### config.mk
export PLATFORM = sky130hd
export DESIGN_NAME = lcr_device_flat
export DESIGN_NICKNAME = d
export VERILOG_FILES = /design/src/core/lcr_pkg.sv /design/src/core/lcr_link_if.sv /design/src/core/lcr_device.sv /design/src/flat_wrapper.sv
export SDC_FILE = /design/constraint.sdc
export NUM_CORES = 1
export LEC_CHECK = 0
export ABC_CLOCK_PERIOD_IN_PS = 3800
export BUFFER_PORTS_ARGS = -buffer_cell sky130_fd_sc_hd__buf_2
export CORE_MARGIN = 2
export CORE_UTILIZATION = 48
export DETAILED_ROUTE_END_ITERATION = 10
export PLACE_DENSITY = 0.71
export SLEW_MARGIN = 15
export SYNTH_ARGS = -nofsm -noshare
export SYNTH_HDL_FRONTEND = slang
export SYNTH_SLANG_ARGS = --single-unit
### constraint.sdc
create_clock -name clk -period 3.8 [get_ports clk]
set_clock_uncertainty 0.1 [all_clocks]
set_input_delay 0.57 -clock clk [delete_from_list [all_inputs] [get_ports clk]]
set_output_delay 0.57 -clock clk [all_outputs]
set_load 0.03 [all_outputs]
### src/core/lcr_pkg.sv
// Constants and types shared by the register bank and its host controller.
// Assumes a single 125 MHz clock shared by both ends.
package lcr_pkg;
   // ==========================================================================
   // Command codes carried on the link.
   typedef enum logic [3:0] {
      LCR_CMD_SCROLL, LCR_CMD_COLUMN, LCR_CMD_ROW_BLOCK, LCR_CMD_BIAS,
      LCR_CMD_TEMP, LCR_CMD_CONTRAST, LCR_CMD_SUPPLY, LCR_CMD_ADDR_CTRL,
      LCR_CMD_DISP_CTRL, LCR_CMD_PANEL_CTRL, LCR_CMD_SCAN_END, LCR_CMD_WIN_FIRST,
      LCR_CMD_WIN_LAST, LCR_CMD_VENDOR, LCR_CMD_SYS_RESET, LCR_CMD_ACCESS
   } lcr_cmd_e;
   // ==========================================================================
   // Reset values.
   localparam logic [5:0] LCR_SCROLL_RST = 6'h00;
   localparam logic [7:0] LCR_COLUMN_RST = 8'h00;
   localparam logic [3:0] LCR_ROW_BLOCK_RST = 4'h0;
   localparam logic [1:0] LCR_BIAS_RST = 2'h3;
   localparam logic [1:0] LCR_TEMP_RST = 2'h0;
   localparam logic [7:0] LCR_CONTRAST_RST = 8'hC0;
   localparam logic [2:0] LCR_SUPPLY_RST = 3'h6;
   localparam logic [2:0] LCR_ADDR_CTRL_RST = 3'h1;
   localparam logic [2:0] LCR_DISP_CTRL_RST = 3'h0;
   localparam logic [4:0] LCR_PANEL_CTRL_RST = 5'h00;
   localparam logic [5:0] LCR_SCAN_END_RST = 6'h3F;
   localparam logic [5:0] LCR_WIN_FIRST_RST = 6'h00;
   localparam logic [5:0] LCR_WIN_LAST_RST = 6'h3F;
   localparam logic [6:0] LCR_MUX_RST = 7'h40;
   localparam logic [7:0] LCR_STATUS_RST = 8'h08;
   // ==========================================================================
   // Pointer limits and field positions.
   localparam logic [7:0] LCR_COLUMN_MAX = 8'h83;
   localparam logic [3:0] LCR_ROW_BLOCK_MAX = 4'h8;
   localparam int LCR_AC_WRAP = 0;
   localparam int LCR_AC_ROW_FIRST = 1;
   localparam int LCR_AC_DIR = 2;
   localparam int LCR_DC_INVERT = 0;
   localparam int LCR_DC_ALL_ON = 1;
   localparam int LCR_DC_ON = 2;
   localparam int LCR_LC_MIRROR_COL = 1;
   localparam int LCR_LC_MIRROR_ROW = 2;
   localparam int LCR_LC_RATE = 3;
   localparam int LCR_LC_PARTIAL = 4;
   localparam int LCR_WIN_MIN_GAP = 9;
   // ==========================================================================
   // Operating state codes.
   localparam logic [1:0] LCR_OM_RESET = 2'h0;
   localparam logic [1:0] LCR_OM_SLEEP = 2'h2;
   localparam logic [1:0] LCR_OM_NORMAL = 2'h3;
   // ==========================================================================
   // Host register map, word offsets on the software port.
   localparam logic [3:0] LCR_HOST_CMD_OFS = 4'h0;
   localparam logic [3:0] LCR_HOST_STATUS_OFS = 4'h1;
   localparam logic [3:0] LCR_HOST_DEV_OFS = 4'h2;
endpackage

### src/core/lcr_link_if.sv
// Command link between host controller and register bank.
// Assumes both ends run on the same clock.
`timescale 1ns/1ps
interface lcr_link_if;
   logic cmd_valid;
   lcr_pkg::lcr_cmd_e cmd_code;
   logic [7:0] cmd_data;
   logic [7:0] status_data;
   modport host (output cmd_valid, output cmd_code, output cmd_data, input status_data);
   modport device (input cmd_valid, input cmd_code, input cmd_data, output status_data);
endinterface

### src/core/lcr_device.sv
// Control and status register bank of the display controller-driver.
// Assumes commands arrive as one-cycle strobes from logic on the same clock.
//
// The implementer's own choices: the plain strobed port and the register addresses.
`timescale 1ns/1ps
// Functional notes
// - Scroll offset six bits, keep 0 to 63.
// - Column pointer 0 to 131, resets zero.
// - Row-block pointer 0 to 8, resets zero.
// - Bias code selects 6..9, default 9.
// - Temperature coefficient code, default 00.
// - Contrast trim eight bits, default C0.
// - Supply control load and pump, default 6.
// - Address control bit 0 enables pointer wrap.
// - Bit 1 step order, bit 2 direction.
// - Display bit 0 inverts pixels.
// - Display bit 1 forces pixels on.
// - Display bit 2 on; clear means sleep.
// - Panel bit 1 mirrors columns.
// - Panel bit 2 mirrors rows.
// - Panel bit 3 picks 80 or 100 fps.
// - Panel bit 4 selects partial multiplex rate.
// - Window rows six bits, default 0, 63.
// - Host keeps scan end, window spacing legal.
// - Operating state reports reset, sleep, normal.
// - Strap field mirrors identification pins.
// - Power-up and system reset load defaults.
// - Settings registers change only through commands.
// - Row and column indices are zero-based.
module lcr_device (
   // Clock and reset
   input wire logic clk,
   input wire logic reset_n,
   // Command link
   lcr_link_if.device link,
   // Strap pins
   input wire logic [1:0] strap_pins,
   // Decoded panel controls
   output logic [5:0] scroll_offset,
   output logic [7:0] column_pointer,
   output logic [3:0] row_block_pointer,
   output logic [1:0] bias_ratio,
   output logic [1:0] temperature_coefficient,
   output logic [7:0] contrast_trim,
   output logic [2:0] supply_control,
   output logic invert_pixels,
   output logic force_all_pixels_on,
   output logic display_on,
   output logic mirror_columns,
   output logic mirror_rows,
   output logic frame_rate_fast,
   output logic [5:0] partial_window_first_row,
   output logic [5:0] partial_window_last_row,
   output logic [5:0] last_scanned_row,
   output logic [6:0] mux_rate,
   output logic [1:0] operating_state
);
   // ==========================================================================
   // State.
   typedef struct packed {
      logic [1:0] strap_meta;
      logic [1:0] strap_sync;
      logic [1:0] om;
      logic [5:0] scroll;
      logic [7:0] column;
      logic [3:0] row_block;
      logic [1:0] bias;
      logic [1:0] temp;
      logic [7:0] contrast;
      logic [2:0] supply;
      logic [2:0] addr_ctrl;
      logic [2:0] disp_ctrl;
      logic [4:0] panel_ctrl;
      logic [5:0] scan_end;
      logic [5:0] win_first;
      logic [5:0] win_last;
      logic [6:0] mux;
      logic [7:0] status;
   } lcr_dev_s;

   lcr_dev_s st_reg;
   lcr_dev_s st_next;
   logic col_end;
   logic row_end;
   logic [3:0] row_stepped;

   // ==========================================================================
   // Next-state logic.
   always_comb begin
      st_next = st_reg;
      st_next.strap_meta = strap_pins;
      st_next.strap_sync = st_reg.strap_meta;
      col_end = (st_reg.column >= lcr_pkg::LCR_COLUMN_MAX);
      row_end = st_reg.addr_ctrl[lcr_pkg::LCR_AC_DIR] ? (st_reg.row_block == 4'h0) :
         (st_reg.row_block >= lcr_pkg::LCR_ROW_BLOCK_MAX);
      if (row_end) begin
         row_stepped = st_reg.addr_ctrl[lcr_pkg::LCR_AC_DIR] ? lcr_pkg::LCR_ROW_BLOCK_MAX :
            4'h0;
      end else if (st_reg.addr_ctrl[lcr_pkg::LCR_AC_DIR]) begin
         row_stepped = st_reg.row_block - 4'h1;
      end else begin
         row_stepped = st_reg.row_block + 4'h1;
      end
      if (link.cmd_valid) begin
         unique case (link.cmd_code)
            lcr_pkg::LCR_CMD_SCROLL: st_next.scroll = link.cmd_data[5:0];
            lcr_pkg::LCR_CMD_COLUMN: st_next.column = link.cmd_data;
            lcr_pkg::LCR_CMD_ROW_BLOCK: st_next.row_block = link.cmd_data[3:0];
            lcr_pkg::LCR_CMD_BIAS: st_next.bias = link.cmd_data[1:0];
            lcr_pkg::LCR_CMD_TEMP: st_next.temp = link.cmd_data[1:0];
            lcr_pkg::LCR_CMD_CONTRAST: st_next.contrast = link.cmd_data;
            lcr_pkg::LCR_CMD_SUPPLY: st_next.supply = link.cmd_data[2:0];
            lcr_pkg::LCR_CMD_ADDR_CTRL: st_next.addr_ctrl = link.cmd_data[2:0];
            lcr_pkg::LCR_CMD_DISP_CTRL: st_next.disp_ctrl = link.cmd_data[2:0];
            lcr_pkg::LCR_CMD_PANEL_CTRL: st_next.panel_ctrl = {link.cmd_data[4:1], 1'b0};
            lcr_pkg::LCR_CMD_SCAN_END: st_next.scan_end = link.cmd_data[5:0];
            lcr_pkg::LCR_CMD_WIN_FIRST: st_next.win_first = link.cmd_data[5:0];
            lcr_pkg::LCR_CMD_WIN_LAST: st_next.win_last = link.cmd_data[5:0];
            lcr_pkg::LCR_CMD_VENDOR: st_next.status = st_reg.status;
            lcr_pkg::LCR_CMD_SYS_RESET: begin
               st_next.scroll = lcr_pkg::LCR_SCROLL_RST;
               st_next.column = lcr_pkg::LCR_COLUMN_RST;
               st_next.row_block = lcr_pkg::LCR_ROW_BLOCK_RST;
               st_next.bias = lcr_pkg::LCR_BIAS_RST;
               st_next.temp = lcr_pkg::LCR_TEMP_RST;
               st_next.contrast = lcr_pkg::LCR_CONTRAST_RST;
               st_next.supply = lcr_pkg::LCR_SUPPLY_RST;
               st_next.addr_ctrl = lcr_pkg::LCR_ADDR_CTRL_RST;
               st_next.disp_ctrl = lcr_pkg::LCR_DISP_CTRL_RST;
               st_next.panel_ctrl = lcr_pkg::LCR_PANEL_CTRL_RST;
               st_next.scan_end = lcr_pkg::LCR_SCAN_END_RST;
               st_next.win_first = lcr_pkg::LCR_WIN_FIRST_RST;
               st_next.win_last = lcr_pkg::LCR_WIN_LAST_RST;
            end
            lcr_pkg::LCR_CMD_ACCESS: begin
               if (st_reg.addr_ctrl[lcr_pkg::LCR_AC_ROW_FIRST]) begin
                  if (!row_end || st_reg.addr_ctrl[lcr_pkg::LCR_AC_WRAP]) begin
                     st_next.row_block = row_stepped;
                  end
                  if (row_end && st_reg.addr_ctrl[lcr_pkg::LCR_AC_WRAP]) begin
                     st_next.column = col_end ? 8'h00 : st_reg.column + 8'h01;
                  end
               end else if (!col_end) begin
                  st_next.column = st_reg.column + 8'h01;
               end else if (st_reg.addr_ctrl[lcr_pkg::LCR_AC_WRAP]) begin
                  st_next.column = 8'h00;
                  st_next.row_block = row_stepped;
               end
            end
         endcase
      end
      // Multiplex rate from the settled registers.
      if (st_reg.panel_ctrl[lcr_pkg::LCR_LC_PARTIAL]) begin
         st_next.mux = {1'b0, st_reg.win_last} - {1'b0, st_reg.win_first} + 7'h01;
      end else begin
         st_next.mux = {1'b0, st_reg.scan_end} + 7'h01;
      end
      // Status byte: strap, mirrors, wrap, display on.
      st_next.status = {st_reg.strap_sync, st_reg.panel_ctrl[lcr_pkg::LCR_LC_MIRROR_COL],
         st_reg.panel_ctrl[lcr_pkg::LCR_LC_MIRROR_ROW], st_reg.addr_ctrl[lcr_pkg::LCR_AC_WRAP],
         st_reg.disp_ctrl[lcr_pkg::LCR_DC_ON], 2'h0};
      // Operating state follows the display switch once out of reset.
      if (st_next.disp_ctrl[lcr_pkg::LCR_DC_ON]) begin
         st_next.om = lcr_pkg::LCR_OM_NORMAL;
      end else begin
         st_next.om = lcr_pkg::LCR_OM_SLEEP;
      end
   end

   // ==========================================================================
   // State register.
   always_ff @(posedge clk or negedge reset_n) begin
      if (!reset_n) begin
         st_reg <= '{strap_meta: 2'h0, strap_sync: 2'h0, om: lcr_pkg::LCR_OM_RESET,
            scroll: lcr_pkg::LCR_SCROLL_RST, column: lcr_pkg::LCR_COLUMN_RST,
            row_block: lcr_pkg::LCR_ROW_BLOCK_RST, bias: lcr_pkg::LCR_BIAS_RST,
            temp: lcr_pkg::LCR_TEMP_RST, contrast: lcr_pkg::LCR_CONTRAST_RST,
            supply: lcr_pkg::LCR_SUPPLY_RST, addr_ctrl: lcr_pkg::LCR_ADDR_CTRL_RST,
            disp_ctrl: lcr_pkg::LCR_DISP_CTRL_RST, panel_ctrl: lcr_pkg::LCR_PANEL_CTRL_RST,
            scan_end: lcr_pkg::LCR_SCAN_END_RST, win_first: lcr_pkg::LCR_WIN_FIRST_RST,
            win_last: lcr_pkg::LCR_WIN_LAST_RST, mux: lcr_pkg::LCR_MUX_RST,
            status: lcr_pkg::LCR_STATUS_RST};
      end else begin
         st_reg <= st_next;
      end
   end

   // ==========================================================================
   // Outputs.
   assign scroll_offset = st_reg.scroll;
   assign column_pointer = st_reg.column;
   assign row_block_pointer = st_reg.row_block;
   assign bias_ratio = st_reg.bias;
   assign temperature_coefficient = st_reg.temp;
   assign contrast_trim = st_reg.contrast;
   assign supply_control = st_reg.supply;
   assign invert_pixels = st_reg.disp_ctrl[lcr_pkg::LCR_DC_INVERT];
   assign force_all_pixels_on = st_reg.disp_ctrl[lcr_pkg::LCR_DC_ALL_ON];
   assign display_on = st_reg.disp_ctrl[lcr_pkg::LCR_DC_ON];
   assign mirror_columns = st_reg.panel_ctrl[lcr_pkg::LCR_LC_MIRROR_COL];
   assign mirror_rows = st_reg.panel_ctrl[lcr_pkg::LCR_LC_MIRROR_ROW];
   assign frame_rate_fast = st_reg.panel_ctrl[lcr_pkg::LCR_LC_RATE];
   assign partial_window_first_row = st_reg.win_first;
   assign partial_window_last_row = st_reg.win_last;
   assign last_scanned_row = st_reg.scan_end;
   assign mux_rate = st_reg.mux;
   assign operating_state = st_reg.om;
   assign link.status_data = st_reg.status;
endmodule

### src/flat_wrapper.sv
// flat-port wrapper written by rule: the top's interface ports become plain ports
module lcr_device_flat 
  (clk, reset_n, strap_pins, scroll_offset, column_pointer, row_block_pointer, bias_ratio, temperature_coefficient, contrast_trim, supply_control, invert_pixels, force_all_pixels_on, display_on, mirror_columns, mirror_rows, frame_rate_fast, partial_window_first_row, partial_window_last_row, last_scanned_row, mux_rate, operating_state, link_cmd_valid, link_cmd_code, link_cmd_data, link_status_data);
  lcr_link_if link_i ();
  input wire logic clk;
  input wire logic reset_n;
  input wire logic [1:0] strap_pins;
  output logic [5:0] scroll_offset;
  output logic [7:0] column_pointer;
  output logic [3:0] row_block_pointer;
  output logic [1:0] bias_ratio;
  output logic [1:0] temperature_coefficient;
  output logic [7:0] contrast_trim;
  output logic [2:0] supply_control;
  output logic invert_pixels;
  output logic force_all_pixels_on;
  output logic display_on;
  output logic mirror_columns;
  output logic mirror_rows;
  output logic frame_rate_fast;
  output logic [5:0] partial_window_first_row;
  output logic [5:0] partial_window_last_row;
  output logic [5:0] last_scanned_row;
  output logic [6:0] mux_rate;
  output logic [1:0] operating_state;
  input wire logic [$bits(link_i.cmd_valid)-1:0] link_cmd_valid;
  input wire logic [$bits(link_i.cmd_code)-1:0] link_cmd_code;
  input wire logic [$bits(link_i.cmd_data)-1:0] link_cmd_data;
  output wire logic [$bits(link_i.status_data)-1:0] link_status_data;
  assign link_i.cmd_valid = link_cmd_valid;
  assign link_i.cmd_code = link_cmd_code;
  assign link_i.cmd_data = link_cmd_data;
  assign link_status_data = link_i.status_data;
  lcr_device u_core (.clk(clk), .reset_n(reset_n), .link(link_i), .strap_pins(strap_pins), .scroll_offset(scroll_offset), .column_pointer(column_pointer), .row_block_pointer(row_block_pointer), .bias_ratio(bias_ratio), .temperature_coefficient(temperature_coefficient), .contrast_trim(contrast_trim), .supply_control(supply_control), .invert_pixels(invert_pixels), .force_all_pixels_on(force_all_pixels_on), .display_on(display_on), .mirror_columns(mirror_columns), .mirror_rows(mirror_rows), .frame_rate_fast(frame_rate_fast), .partial_window_first_row(partial_window_first_row), .partial_window_last_row(partial_window_last_row), .last_scanned_row(last_scanned_row), .mux_rate(mux_rate), .operating_state(operating_state));
endmodule
==> results.cfg, run 1 <==
[place]
final_hpwl_dp_um = 6622
detailedPlace.worstSlack_ps = 1242
gp_congestion = 0.8705
portBuffers = 88

[floorplanning]
die_h_um = 99.60
die_width_um = 99.60
design.die.area_um2 = 9919
fp.coreArea_um2 = 8806
num_io_pins = 91
core.rowCount = 34
floorplan.initialDensity = 0.4982

[sta]
hold_viol_final = 0
clock.fmax_ghz = 0.4249
drv_slew = 0
totalNegativeSetupSlack_ps = 0
final_critical_path_setup_slack_ps = 1446
setup_viol_count_final = 0
grt_setup_unrepaired = false
final_min_period_over_clock_period = 0.6194
tightest_slew_ps = 998.2
slew_headroom = 0.3346
min_period_ps = 2354

[route]
drt_pre_antenna_iters = 4
final_antenna_net_count = 0
vias_per_cell = 5.363
drtIter0Drc = 165
detail_route.wirelength_um = 9270
vias = 3175
routed_wire_length_per_instance_um = 15.66
drt_drc_violations_left = 0

[cts]
clk-insertion-delay-late_ps = 360
cts_tree = yes
clockRootBuffer = clkbuf_8
clk_pin_slew_worst_paths_ps = 90
cts_sinks = 79
hold_fix_buffers_at_cts = 0
numCtsBuffers = 9
post_cts.resized_instances = 0
cts.repair_timing.setup_buffer_count = 0
cts-htree-levels = 3
cts-root-to-sink-buffers = 2

[finish]
num_antenna_cells = 0
area_growth_pct = 4.564
drive_gt1_frac = 0.2975
fillers = 804
final_net_count = 513

[synthesis]
syn-cell-area_um2 = 4387
synth_cells = 468
synthesized_area_divided_by_synthesized_cell_count_um2 = 9.373
largest_area_contributor_in_the_synthesized_netlist = dfrtp_1
yosysUniqueCellTypes = 50
dominantRegCellSynth = dfrtp_1
synth.yosys.seq_area_share = 0.4566
yosys_warnings = 0
synth.ff_latch_count = 79
synth_largest_type_area_fraction = 0.3309
synth_top_cells_by_area = dfrtp_1 (33%), dfstp_2 (13%), buf_4 (12%)
synth-async-reset-ratio = 1.000
synth-edff-count = 0

[worst_setup_path]
required_ps = 3950
worstSetupPathType = reg2reg
critical_path_peak_fanout = 10
slowest_stage = or4_4
crit_path_end_kind = register
slowest_delay_ps = 540
worst-endpoint-arrival_ps = 2500
worstPathCellList = ha_1 > nor4_2 > a21boi_2 > or2_1 > nor2_2 > or4_4 > mux2_4
crit_path_start_kind = register

[worst_hold_path]
path_class_of_the_lowest_slack_min_delay_path = in2reg

[power]
p_leak_uw = 0.002201
p_sw_uw = 1242
sw_frac = 0.4062
ir_drop_uv = 244.8
power.density_cell_area_nw_per_um2 = 666.4
internal_power_uw = 1815
power_frac_clock = 0.233
seqPwrFrac = 0.403
combinationalPowerShare = 0.364

[global_routing]
grt.total_usage = 0.1958
antenna_found_initial = 0
grt-ovfl-total = 0
maximum_number_of_pins_on_one_net_before_global_route_repair = 80
grt_first_pass_wirelength_um = 15240
vias_in_the_first_global_route = 2991

[status]
run_status = finished, final reports clean

[job]
maxCapViolCount = 0
==> layout make-up <==
| class | count | area [µm²] | area share |
|---|---|---|---|
| sequential | 79 | 2003 | 0.4367 |
| tap | 108 | 135.1 | 0.02946 |
| multi-input combinational | 282 | 1707 | 0.3721 |
| clock buffer | 9 | 123.9 | 0.02700 |
| inverter | 19 | 71.32 | 0.01555 |
| timing repair buffer | 88 | 442.9 | 0.09656 |
| clock inverter | 7 | 103.9 | 0.02264 |
==> synth_stat cells, types with 2 or more instances <==
| cell type | n |
|---|---|
| fa_1 | 2 |
| buf_6 | 2 |
| and2_1 | 2 |
| buf_1 | 2 |
| nor2_1 | 26 |
| xor2_1 | 6 |
| dfstp_2 | 21 |
| a22oi_1 | 3 |
| xnor2_1 | 5 |
| dfrtp_1 | 58 |
| nand3b_1 | 2 |
| nand2_1 | 57 |
| a21boi_0 | 2 |
| buf_4 | 68 |
| nand2b_1 | 3 |
| clkbuf_1 | 13 |
| mux2_4 | 3 |
| nor2b_1 | 3 |
| nand4_1 | 2 |
| nor4_1 | 2 |
| ha_1 | 15 |
| a21oi_1 | 19 |
| inv_1 | 19 |
| a31oi_1 | 3 |
| a21o_1 | 3 |
| nor3_1 | 10 |
| mux2_2 | 8 |
| conb_1 | 2 |
| o21ai_0 | 62 |
| buf_2 | 4 |
| nand3_1 | 18 |
| and3_1 | 4 |
| mux2i_1 | 2 |
==> path summary, 6_finish.rpt <==
check / from / end / slack [ps] / cells past startpoint
worst min-delay path: strap_pins[1] / u_core.st_next[80] / 210 / 1
min in group asynchronous: reset_n / u_core.link.status_data[6] / 260 / 1
worst max-delay path: u_core.column_pointer[0] / u_core.row_block_pointer[0] / 1450 / 7
worst max register to register: u_core.column_pointer[0] / u_core.row_block_pointer[0] / 1450 / 7
worst min register to register: u_core.st_next[79] / u_core.st_next[6] / 260 / 0
max in group asynchronous: reset_n / u_core.scroll_offset[1] / 2680 / 1
==> kinds of logic (layout without fill, tap and decap cells) <==
| logic type | Yosys count | in the layout | share of synthesized area |
|---|---|---|---|
| adders and majority gates | 17 | 17 | 0.05191 |
| AOI/OAI and AO/OA | 100 | 100 | 0.1275 |
| and+or+nand+nor | 138 | 138 | 0.1497 |
| xor gates and xnor gates | 11 | 11 | 0.02196 |
| DFF | 79 | 79 | 0.4566 |
| buffers and inverters | 108 | 123 | 0.1552 |
| muxes | 13 | 13 | 0.03537 |
| other | 2 | 3 | 0.001712 |
==> critical path: cells and delay by family (launching register included) <==
family	cells	cell delay, ps
simple gates	4	990
flops	1	410
mux	1	310
fa+ha+maj	1	240
compound gates	1	190
==> power by group through the flow <==
stage | Combinational, µW | Sequential [µW] | Clock, µW
after global routing | 1220 | 1260 | 765
after detailed placement | 1120 | 1250 | 0
after floorplan | 1040 | 1230 | 0
after global placement | 1100 | 1240 | 0
final | 1110 | 1230 | 711
after CTS | 1120 | 1230 | 729
==> placed cells by master (no fill, tap or decap), drive strengths merged, types with 2 or more instances in the layout <==
master / Yosys / final
fa: 2 / 2
a21o: 3 / 3
and3: 4 / 4
dfrtp: 58 / 58
nor4: 3 / 3
nor2b: 3 / 3
a21boi: 3 / 3
nand3b: 2 / 2
o21ai: 62 / 62
clkinvlp: 0 / 2
nand2b: 3 / 3
buf: 76 / 88
nand4: 3 / 3
mux2: 11 / 11
nand3: 18 / 18
a22oi: 3 / 3
and2: 2 / 2
xor2: 6 / 6
a31oi: 3 / 3
xnor2: 5 / 5
inv: 19 / 21
ha: 15 / 15
a21oi: 19 / 19
bufinv: 0 / 2
nor2: 27 / 27
nor3: 10 / 10
clkbuf: 13 / 9
mux2i: 2 / 2
nand2: 57 / 57
or4: 2 / 2
dfstp: 21 / 21
conb: 2 / 3
==> layer usage <==
layer	part of all wire	track usage
met1	0.44	0.2717
met2	0.48	0.3077
met3	0.065	0.04357
met4	0.011	0.06112
met5	0	0
==> metrics by stage <==
step / util / hold WS [ps] / power [µW] / cells / area [µm²]
final: 0.5209 / 213.9 / 3057 / 592 / 4587
after global routing: 0.5209 / 186.7 / 3251 / 592 / 4587
after CTS: 0.5209 / 199.0 / 3085 / 592 / 4587
after detailed placement: 0.4950 / 239.7 / 2366 / 576 / 4359
after global placement: 0.4950 / 235.5 / 2342 / 576 / 4359
after floorplan: - / 174.4 / 2269 / 469 / 4390
Note: power is estimated with default switching activity, not from simulation.
==> run 2, diff against run 1 <==
- ABC_CLOCK_PERIOD_IN_PS: 3800 -> 2200
- clock period: 3.8 -> 2.2 ns (I/O delays scaled with it)
==> run 2 against run 1 <==
Net effect:
- maximum frequency increased by 9.1%
- sequential power rose by 73%
- die area is the same
- global-route usage increased by 0.62 points
- routed wire length up 3.7%
- register-to-register slack lost 1400 ps
- combinational power is 89% higher
- setup slack worse by 1400 ps
- largest cell class unchanged
==> results.cfg, run 2 (synthesis results as in run 1) <==
[sta]
grt_setup_unrepaired = true
min_period_ps = 2158
finalHoldWorstSlack_ps = 150.7
drv_slew = 0
final_critical_path_setup_slack_ps = 41.78
hold_viol_final = 0
final_min_period_over_clock_period = 0.9810
setup_viol_count_final = 0
totalNegativeSetupSlack_ps = 0
clock.fmax_ghz = 0.4633

[floorplanning]
design.die.area_um2 = 9919
die_width_um = 99.60
num_io_pins = 91
floorplan.initialDensity = 0.4982
fp.coreArea_um2 = 8806
core.rowCount = 34
die_h_um = 99.60

[route]
drt_pre_antenna_iters = 4
drtIter0Drc = 201
routed_wire_length_per_instance_um = 15.61
vias_per_cell = 5.378
vias = 3313
final_antenna_net_count = 0
detail_route.wirelength_um = 9615
drt_drc_violations_left = 0

[finish]
finalInstanceArea_um2 = 4842
drive_gt1_frac = 0.3406
area_growth_pct = 10.38
multi_input_area_um2 = 1774
fillers = 791
final_net_count = 537
layout_commonest_cell = buf_2
final_core_utilization = 0.5499
seqCellArea_um2 = 2003
num_antenna_cells = 0
final_cell_mix = buf_2 (87), o21ai_0 (62), dfrtp_1 (58), nand2_1 (57), nor2_1 (26)

[global_routing]
grt-busiest-layer = met2
grt.total_usage = 0.2020
antenna_found_initial = 0
grt_first_pass_wirelength_um = 15770
maximum_number_of_pins_on_one_net_before_global_route_repair = 43
met1_usage = 0.2701
vias_in_the_first_global_route = 3176
use_met3 = 0.05622
global_route.usage.met2 = 0.3254
grt-ovfl-total = 0

[worst_setup_path]
worst_path_dominant_cell_family = adder cells
slowest_stage = dfstp_2
required_ps = 2330
crit_path_start_kind = register
timing.critical_path.from = u_core.partial_window_last_row[1]
critical_path_peak_fanout = 2
worstPathCellList = inv_2 > ha_4 > inv_2 > ha_4 > fa_2 > a21oi_2 > nor2_1 > nor2_1 > xor2_1 > a21oi_1
crit_path_end_kind = register
slowest_delay_ps = 550
worstReg2RegStart = u_core.partial_window_last_row[1]
worstSetupPathType = reg2reg
worst-endpoint-arrival_ps = 2290
worstPathBufferInverterCount = 2

[cts]
cts_tree = yes
cts-htree-levels = 3
cts-root-to-sink-buffers = 2
numCtsBuffers = 9
clk_pin_slew_worst_paths_ps = 90
cts_sinks = 79
clockRootBuffer = clkbuf_8
clk-insertion-delay-late_ps = 360

[power]
p_sw_uw = 2178
ir_drop_uv = 475.9
internal_power_uw = 3270
sw_frac = 0.3998
seqPwrFrac = 0.390
power_frac_clock = 0.224
combinationalPowerShare = 0.386
p_leak_uw = 0.002315
power.density_cell_area_nw_per_um2 = 1125

[worst_hold_path]
path_class_of_the_lowest_slack_min_delay_path = in2reg
worstHoldStart = link_cmd_data[6]

[status]
run_status = finished, final reports clean

[place]
detailedPlace.worstSlack_ps = -74.65
dpl_cell_area_um2 = 4499
portBuffers = 88
final_hpwl_dp_um = 6919
gp_congestion = 0.8998

[job]
maxCapViolCount = 0
-- run 2: power by group through the flow --
stage | clock, µW | sequential [µW] | combinational, µW
final | 1220 | 2130 | 2100
after global routing | 1320 | 2180 | 2300
after CTS | 1240 | 2120 | 2060
after detailed placement | 0 | 2140 | 2020
after global placement | 0 | 2120 | 1980
after floorplan | 0 | 2120 | 1800
-- run 2: layout make-up --
class	instances	share of cell area
clock inverters	5	0.01680
inverters	19	0.01473
well taps	108	0.02791
flip-flops and latches	79	0.4137
clock buffers	11	0.02920
repair buffers	111	0.1313
multi-input cells	283	0.3664
-- run 2: metal layers --
layer,routed length [µm],vias up
li1,-,1579
met3,680,9
met2,4800,107
met5,0,-
met4,71,0
met1,4063,1618
-- run 2: worst reg2reg max path, stage by stage, from the launching register on --
cell	delay, ps
dfstp_2	550
inv_2	40
ha_4	250
inv_2	30
ha_4	150
fa_2	350
a21oi_2	140
nor2_1	50
nor2_1	110
xor2_1	170
a21oi_1	80
-- run 2: final timing paths --
path / endpoint / slack [ps] / depth (start not counted)
max: u_core.mux_rate[5] / 40 / 10
min reg2reg: u_core.st_next[7] / 250 / 0
min in group asynchronous: u_core.link.status_data[6] / 380 / 2
max in group asynchronous: u_core.bias_ratio[0] / 960 / 3
min: u_core.contrast_trim[6] / 150 / 3
max reg2reg: u_core.mux_rate[5] / 40 / 10
-- run 2: per-stage QoR --
stage,std cells,total power (µW)
finish,616,5449
global route,616,5797
CTS,612,5419
detailed placement,593,4161
global placement,593,4104
floorplan,469,3920
-- run 2: repair_timing --
item | in CTS | in global routing
setup buffers | 0 | 3
resized for setup | 5 | 7
hold endpoints to repair | 35 | 0
cloned | 0 | 1
pin swaps | 7 | 12
hold buffers | 3 | 0
setup endpoints to repair | 1 | 9
